## src/core/line_encoder_pkg.sv

```systemverilog
// constants and states for the three-level optical line encoder
// Behaviour
// - line code select low gives the internally coded three-level pulse code mode.
// - standing bias current switch stays on in both modes.
// - low is bias only; mid adds middle step; high adds upper step too.
// - at 500 kHz data, exactly one refresh pulse per input logic state.
// - every data transition restarts the refresh timer and its pulse train.
// - refresh pulses have one fixed width in both data states.
// - a data transition during a refresh pulse cuts that pulse short at once.
// - refresh interval long against pulse width, duty factor about two percent.
// - line code select high forces timer output high and its complement low.
// - externally coded mode: both step currents follow the data input.
package line_encoder_pkg;
    // ==========================================
    // timing
    localparam int clock_period_ps = 4000;
    // refresh interval 1.96 us: 500 kHz half period of 1 us holds one pulse
    localparam int refresh_interval_ns = 1960;
    // pulse width 40 ns, about 2 percent of the interval
    localparam int refresh_pulse_ns = 40;
    localparam int interval_cycles = (refresh_interval_ns * 1000) / clock_period_ps;
    localparam int pulse_cycles = (refresh_pulse_ns * 1000 + clock_period_ps - 1) / clock_period_ps;
    localparam int count_width = 10;
    localparam logic [count_width-1:0] interval_last = count_width'(interval_cycles - 1);
    localparam logic [count_width-1:0] pulse_last = count_width'(pulse_cycles - 1);
    localparam logic [count_width-1:0] count_zero = 10'h000;
    // ==========================================
    // timer phase
    typedef enum logic [1:0] {
        phase_pulse = 2'b01,
        phase_wait = 2'b10
    } phase_t;
endpackage

```

## src/core/three_level_optical_line_encoder.sv

```systemverilog
// transmit line encoder driving three stacked emitter current switches
`timescale 1ns/1ps
`default_nettype none
module three_level_optical_line_encoder
    import line_encoder_pkg::*;
(
    // clock and reset
    input wire logic clock,
    input wire logic rst_n,
    // pins from the data source
    input wire logic data_in,
    input wire logic line_code_select,
    // current switch controls
    output logic upper_step_current,
    output logic middle_step_current,
    output logic standing_bias_current
);
    // ==========================================
    // input synchronisers
    logic data_meta_q, data_sync_q, data_prev_q;
    logic sel_meta_q, sel_sync_q;
    always_ff @(posedge clock) begin
        if (!rst_n) begin
            data_meta_q <= 1'b0;
            data_sync_q <= 1'b0;
            data_prev_q <= 1'b0;
            sel_meta_q <= 1'b0;
            sel_sync_q <= 1'b0;
        end else begin
            data_meta_q <= data_in;
            data_sync_q <= data_meta_q;
            data_prev_q <= data_sync_q;
            sel_meta_q <= line_code_select;
            sel_sync_q <= sel_meta_q;
        end
    end
    wire logic edge_seen = data_sync_q ^ data_prev_q;
    wire logic external_mode = sel_sync_q;
    // ==========================================
    // decoding
    function automatic logic is_pulse(input phase_t p);
        return p == phase_pulse;
    endfunction
    // wait load so that pulse plus rest spans exactly one refresh interval
    localparam logic [count_width-1:0] wait_last = interval_last - pulse_last - 10'h001;
    // ==========================================
    // refresh timer
    phase_t phase_q, phase_d;
    logic [count_width-1:0] count_q, count_d;
    always_comb begin
        phase_d = phase_q;
        count_d = count_q - 10'h001;
        if (edge_seen) begin
            // any data edge retriggers the timer with a fresh pulse
            phase_d = phase_pulse;
            count_d = pulse_last;
        end else begin
            case (phase_q)
                phase_pulse: begin
                    if (count_q == count_zero) begin
                        phase_d = phase_wait;
                        count_d = wait_last;
                    end
                end
                phase_wait: begin
                    if (count_q == count_zero) begin
                        phase_d = phase_pulse;
                        count_d = pulse_last;
                    end
                end
                default: begin
                    phase_d = phase_wait;
                    count_d = interval_last;
                end
            endcase
        end
    end
    always_ff @(posedge clock) begin
        if (!rst_n) begin
            phase_q <= phase_wait;
            count_q <= interval_last;
        end else begin
            phase_q <= phase_d;
            count_q <= count_d;
        end
    end
    // timer output q, forced high in external mode
    wire logic timer_q = external_mode | is_pulse(phase_q);
    wire logic timer_qn = ~timer_q;
    // ==========================================
    // level selection
    // coded: pulse drives data level, otherwise mid
    // external: both steps copy data
    // level uses the edge-detect copy so it switches together with the timer restart
    wire logic upper_d = timer_q & data_prev_q;
    wire logic middle_d = (timer_q & data_prev_q) | timer_qn;
    always_ff @(posedge clock) begin
        if (!rst_n) begin
            upper_step_current <= 1'b0;
            middle_step_current <= 1'b1;
            standing_bias_current <= 1'b1;
        end else begin
            upper_step_current <= upper_d;
            middle_step_current <= middle_d;
            standing_bias_current <= 1'b1;
        end
    end
    // ==========================================
    // checks
    // cycles since the last pulse start, to check the refresh spacing
    logic [count_width-1:0] gap_q;
    wire logic pulse_start = is_pulse(phase_d) && (!is_pulse(phase_q) || edge_seen);
    always_ff @(posedge clock) begin
        if (!rst_n || pulse_start) begin
            gap_q <= count_zero;
        end else begin
            gap_q <= gap_q + 10'h001;
        end
    end
    logic [count_width-1:0] pulse_len_q;
    always_ff @(posedge clock) begin
        if (!rst_n || !is_pulse(phase_q) || edge_seen) begin
            pulse_len_q <= count_zero;
        end else begin
            pulse_len_q <= pulse_len_q + 10'h001;
        end
    end
    // ==========================================
    // assertions
    property p_bias_on;
        @(posedge clock) disable iff (!rst_n) $past(rst_n) |-> standing_bias_current;
    endproperty
    a_bias_on: assert property (p_bias_on) else $error("bias switch off");
    property p_level_order;
        @(posedge clock) disable iff (!rst_n) upper_step_current |-> middle_step_current;
    endproperty
    a_level_order: assert property (p_level_order) else $error("upper without middle");
    property p_edge_retrigger;
        @(posedge clock) disable iff (!rst_n) edge_seen |=> phase_q == phase_pulse && count_q == pulse_last;
    endproperty
    a_edge_retrigger: assert property (p_edge_retrigger) else $error("edge did not retrigger");
    property p_pulse_width;
        @(posedge clock) disable iff (!rst_n) is_pulse(phase_q) |-> pulse_len_q <= pulse_last;
    endproperty
    a_pulse_width: assert property (p_pulse_width) else $error("refresh pulse too long");
    property p_refresh_period;
        @(posedge clock) disable iff (!rst_n)
            (phase_q == phase_wait && count_q == count_zero && !edge_seen) |=> phase_q == phase_pulse;
    endproperty
    a_refresh_period: assert property (p_refresh_period) else $error("refresh pulse missing");
    property p_external_copy;
        @(posedge clock) disable iff (!rst_n)
            external_mode |=> upper_step_current == $past(data_prev_q) && middle_step_current == $past(data_prev_q);
    endproperty
    a_external_copy: assert property (p_external_copy) else $error("output not copying data");
    property p_coded_rest;
        @(posedge clock) disable iff (!rst_n)
            (!external_mode && phase_q == phase_wait) |=> middle_step_current && !upper_step_current;
    endproperty
    a_coded_rest: assert property (p_coded_rest) else $error("not resting at mid level");
    property p_coded_low;
        @(posedge clock) disable iff (!rst_n)
            (!external_mode && phase_q == phase_pulse && !data_prev_q) |=> !middle_step_current;
    endproperty
    a_coded_low: assert property (p_coded_low) else $error("low pulse wrong");
    c_rise: cover property (@(posedge clock) disable iff (!rst_n) !external_mode && edge_seen && data_sync_q);
    c_fall: cover property (@(posedge clock) disable iff (!rst_n) !external_mode && edge_seen && !data_sync_q);
    c_cut: cover property (@(posedge clock) disable iff (!rst_n) phase_q == phase_pulse && count_q != pulse_last
        && edge_seen);
    c_ext: cover property (@(posedge clock) disable iff (!rst_n) external_mode && upper_step_current);
    c_refresh: cover property (@(posedge clock) disable iff (!rst_n) pulse_start && !edge_seen);
    property p_coded_high;
        @(posedge clock) disable iff (!rst_n)
            (!external_mode && is_pulse(phase_q) && data_prev_q) |=> upper_step_current && middle_step_current;
    endproperty
    a_coded_high: assert property (p_coded_high) else $error("high pulse wrong");
    property p_forced_timer;
        @(posedge clock) disable iff (!rst_n) external_mode |-> timer_q && !timer_qn;
    endproperty
    a_forced_timer: assert property (p_forced_timer) else $error("timer output not forced");
    property p_cut_restart;
        @(posedge clock) disable iff (!rst_n) (edge_seen && is_pulse(phase_q)) |=> pulse_len_q == count_zero;
    endproperty
    a_cut_restart: assert property (p_cut_restart) else $error("pulse not cut on edge");
    property p_pulse_end;
        @(posedge clock) disable iff (!rst_n)
            (is_pulse(phase_q) && count_q == count_zero && !edge_seen) |=> !is_pulse(phase_q);
    endproperty
    a_pulse_end: assert property (p_pulse_end) else $error("pulse not ended");
    property p_wait_load;
        @(posedge clock) disable iff (!rst_n)
            (is_pulse(phase_q) && count_q == count_zero && !edge_seen) |=> count_q == wait_last;
    endproperty
    a_wait_load: assert property (p_wait_load) else $error("rest length wrong");
    property p_external_pair;
        @(posedge clock) disable iff (!rst_n) external_mode |=> upper_step_current == middle_step_current;
    endproperty
    a_external_pair: assert property (p_external_pair) else $error("step switches differ");
    property p_edge_level;
        @(posedge clock) disable iff (!rst_n)
            (!external_mode && edge_seen) ##1 !external_mode |=> upper_step_current == $past(data_prev_q)
            && middle_step_current == $past(data_prev_q);
    endproperty
    a_edge_level: assert property (p_edge_level) else $error("edge pulse level wrong");
    property p_refresh_spacing;
        @(posedge clock) disable iff (!rst_n)
            (pulse_start && !edge_seen) |-> gap_q == interval_last;
    endproperty
    a_refresh_spacing: assert property (p_refresh_spacing) else $error("refresh gap wrong");
    property p_release_mid;
        @(posedge clock) disable iff (!rst_n)
            !$past(rst_n) |-> middle_step_current && !upper_step_current && standing_bias_current;
    endproperty
    a_release_mid: assert property (p_release_mid) else $error("not mid level after reset");
    property p_upper_needs_data;
        @(posedge clock) disable iff (!rst_n) !data_prev_q |=> !upper_step_current;
    endproperty
    a_upper_needs_data: assert property (p_upper_needs_data) else $error("upper on with data low");
    property p_pulse_count_bound;
        @(posedge clock) disable iff (!rst_n) is_pulse(phase_q) |-> count_q <= pulse_last;
    endproperty
    a_pulse_count_bound: assert property (p_pulse_count_bound) else $error("pulse count out of range");
endmodule
`default_nettype wire

```

## config.mk

```make
export PLATFORM = sky130hd
export DESIGN_NAME = three_level_optical_line_encoder
export DESIGN_NICKNAME = d
export VERILOG_FILES = /design/src/core/line_encoder_pkg.sv /design/src/core/three_level_optical_line_encoder.sv
export SDC_FILE = /design/constraint.sdc
export NUM_CORES = 1
export LEC_CHECK = 0
export BUFFER_PORTS_ARGS = -buffer_cell sky130_fd_sc_hd__buf_2
export CAP_MARGIN = 20
export CORE_UTILIZATION = 51
export CTS_BUF_LIST = sky130_fd_sc_hd__clkbuf_8
export DETAILED_ROUTE_END_ITERATION = 10
export GPL_TIMING_DRIVEN = 0
export HOLD_SLACK_MARGIN = 0.05
export PLACE_DENSITY = 0.69
export REMOVE_ABC_BUFFERS = 1
export SLEW_MARGIN = 20
export SYNTH_ARGS = -nofsm -noshare
export SYNTH_HDL_FRONTEND = slang
export SYNTH_SLANG_ARGS = --single-unit
```

## constraint.sdc

```tcl
create_clock -name clock -period 5 [get_ports clock]
set_input_delay 0.25 -clock clock [delete_from_list [all_inputs] [get_ports clock]]
set_output_delay 0.25 -clock clock [all_outputs]
set_load 0.05 [all_outputs]
```

==> out/metrics.cfg <==
[status]
outcome = complete, no violations

[run]
max-cap-violations = 0

[sta]
timing.final.max_slew_violations = 0
setup_viol = 0
rsz0062_at_grt = no
max_slew_margin_pct = 60.0
worst_pin_slew_ns = 0.595
clock_skew_ns = 0.00144
period_utilization_post_route_pct = 36.1
final.setup.tns_ns = 0
final-hold-violation-count = 0
clock.fmax_ghz = 0.554
final.min_clock_period_ns = 1.81

[place]
place.gp.congestion = 0.777
port-buffer-count = 5
dpl.hpwl_microns = 958

[finish]
largest_register_ff_count = 10
final_core_util_pct = 60.8
largestRegisters = count_q (10), phase_q (2)
number_of_fill_cells = 137
diode_insertion_count_for_antenna_repair = 0
flow.area_growth_from_synthesis_pct = 9.18
final_layout_size_suffix_gt1_share_pct = 18.1
regMostFlops = count_q
mostFrequentLayoutCell = dfxtp_1
final_net_count = 102
most-common-layout-cells = 19 x dfxtp_1, 9 x inv_1, 8 x nor2_1, 6 x o21ai_0
area_of_the_multi_input_gates_sq_um = 437
ff_latch_area_sq_um = 380

[floorplanning]
die_area_sq_um = 1850
starting_density_pct = 55.7
floorplan.io_pins = 7
core_area_sq_um = 1540
fp.dieW_microns = 43.0
fp_rows = 14
die_height_microns = 43.0

[synthesis]
post_synth_main_area_contributors = dfxtp_1 44%, ha_1 4.4%, xnor2_1 4.1%
ys_dominant_reg_cell = dfxtp_1
yosys_register_bits = 19
synthDistinctLibCells = 35
mappedNetlistArea_sq_um = 858
synth_compound_area_share_pct = 13.8
netlist.area_leader.share_pct = 44.3
synth.yosys.warnings = 0
synthesis.area_per_instance_sq_um = 9.87
share_of_synthesized_cell_area_in_full_adder_half_adder_and_majority_cells_pct = 4.37
synth-simple-area-share_pct = 24.9
synth.area.mux_share_pct = 1.17
synth_cells = 87
yosysSeqAreaShare_pct = 44.3
synth_edf_count = 0
postSynth.asyncResetShare_pct = 0
synth_top_family_by_area = simple AND/OR/NAND/NOR gates
synthXorXnorAreaFrac_pct = 6.12
synth_area_leader_cell = dfxtp_1

[critical_path]
ff2ff_path_depth = 6
crit-reg2reg-capture = phase_q[0]
reg2reg_slack_ns = 3.19
cp.arrival_ns = 1.95
critical_path_required_ns = 5.14
setup.worst_path.class = reg -> reg
crit_fanout = 4
critical_path.endpoint_type = flip-flop
timing.rr.start = count_q[0]
worst_setup_path_start_kind = flip-flop

[hold_path]
worstHoldStart = data_in
holdPathStages = 2
hold_path_class = in -> reg
worst_hold_path.endpoint = data_meta_q

[cts]
number_of_gates_resized_after_cts = 0
cts_htree_levels = 1
clock-sinks = 19
clk_transition_reported_paths_ns = 0.06
clk_root_buffer_cell = clkbuf_8
holdBufCountCts = 0
cts-buffers-inserted = 3
cts_tree = done
cts_post_setup_buffers_inserted = 0
clkLatencyLatePin_ns = 0.25
cts_buffer_depth = 2

[pwr]
p_leak_nw = 0.373
cellPowerDensity_nw_per_um2 = 357
worst_ir_drop_vdd_mv = 0.240

[grt]
gr-total-overflow = 0
maximum_number_of_pins_on_one_net_before_global_route_repair = 12
total_global_route_track_usage_pct = 17.4
grt_pass1_wl_microns = 2340
grt_antenna_before_repair = 0
grt_pass1_vias = 543

[routing]
drt-initial-drc-count = 11
drt_first_pass_iters = 4
drt-wirelength-per-cell_microns = 12.0
drtAntennaViolNets = 0
remaining_drc_errors = 0
detail_route.wirelength_microns = 1330
vias = 595
drt-vias-per-instance = 5.41

-- critical path, cell delays in order, from the launching register on --
cell     delay (ns)
dfxtp_1        0.32
inv_1          0.08
ha_1           0.22
nor4b_2        0.35
nand3_1        0.24
a211o_1        0.36
o311a_1        0.12
-- synthesized netlist by cell type, types with 2 or more instances --
cell type and n:
dfxtp_1 19, inv_1 8, nor2_1 8, o21ai_0 6
and2_1 5, nand2_1 4, xnor2_1 4, ha_1 3
a21oi_1 2, nor3b_2 2, xor2_1 2
-- how the worst max path moves through the flow --
stage               start         end  cells after the start
2_1_floorplan  count_q[0]  phase_q[0]                      6
3_3_place_gp   count_q[0]  phase_q[0]                      6
3_5_place_dp   count_q[0]  phase_q[0]                      6
4_1_cts        count_q[0]  phase_q[0]                      6
5_1_grt        count_q[0]  phase_q[0]                      6
6_report       count_q[0]  phase_q[0]                      6
-- routing by layer --
| metal | routed length [microns] | GRT usage [%] | vias to the layer above |
|---|---|---|---|
| li1 | - | - | 312 |
| met1 | 670 | 24.1 | 268 |
| met2 | 562 | 24.2 | 11 |
| met3 | 73 | 7.66 | 4 |
| met4 | 18 | 5.45 | 0 |
| met5 | 0 | 0 | - |
-- through the flow --
step                      area, sq um  worst slack, ns  hold slack (ns)  total power (W)  cells
after floorplan                   847             3.43            0.341         0.000225     85
after global placement            892             3.22            0.413         0.000235    106
after detailed placement          892             3.23            0.422         0.000237    106
after CTS                         937             3.21            0.197         0.000339    110
after global routing              937             3.09            0.205         0.000357    110
final                             937             3.19            0.202         0.000335    110
-- cell families (layout without fill, tap and decap cells) --
kind of cell               count (synthesis)  count (layout)
and+or+nand+nor                           30              30
DFF                                       19              19
AOI/OAI and AO/OA                         17              17
buffers and inverters                     10              17
xor gates and xnor gates                   6               6
adders and majority gates                  3               3
other                                      1               1
muxes                                      1               1
-- where the power goes --
group | internal [W] | switching (W)
Combinational | 0.0000256 | 0.0000275
Clock | 0.0000545 | 0.0000461
Sequential | 0.000165 | 0.0000155
-- area by class of cell --
type	instances	area share (%)
clock buffers	3	4.41
flip-flops and latches	19	40.6
repair buffers	5	2.67
multi-input cells	58	46.6
clock inverters	1	0.401
inverters	8	3.20
well taps	16	2.14
Power figures use the tool's default switching activity.
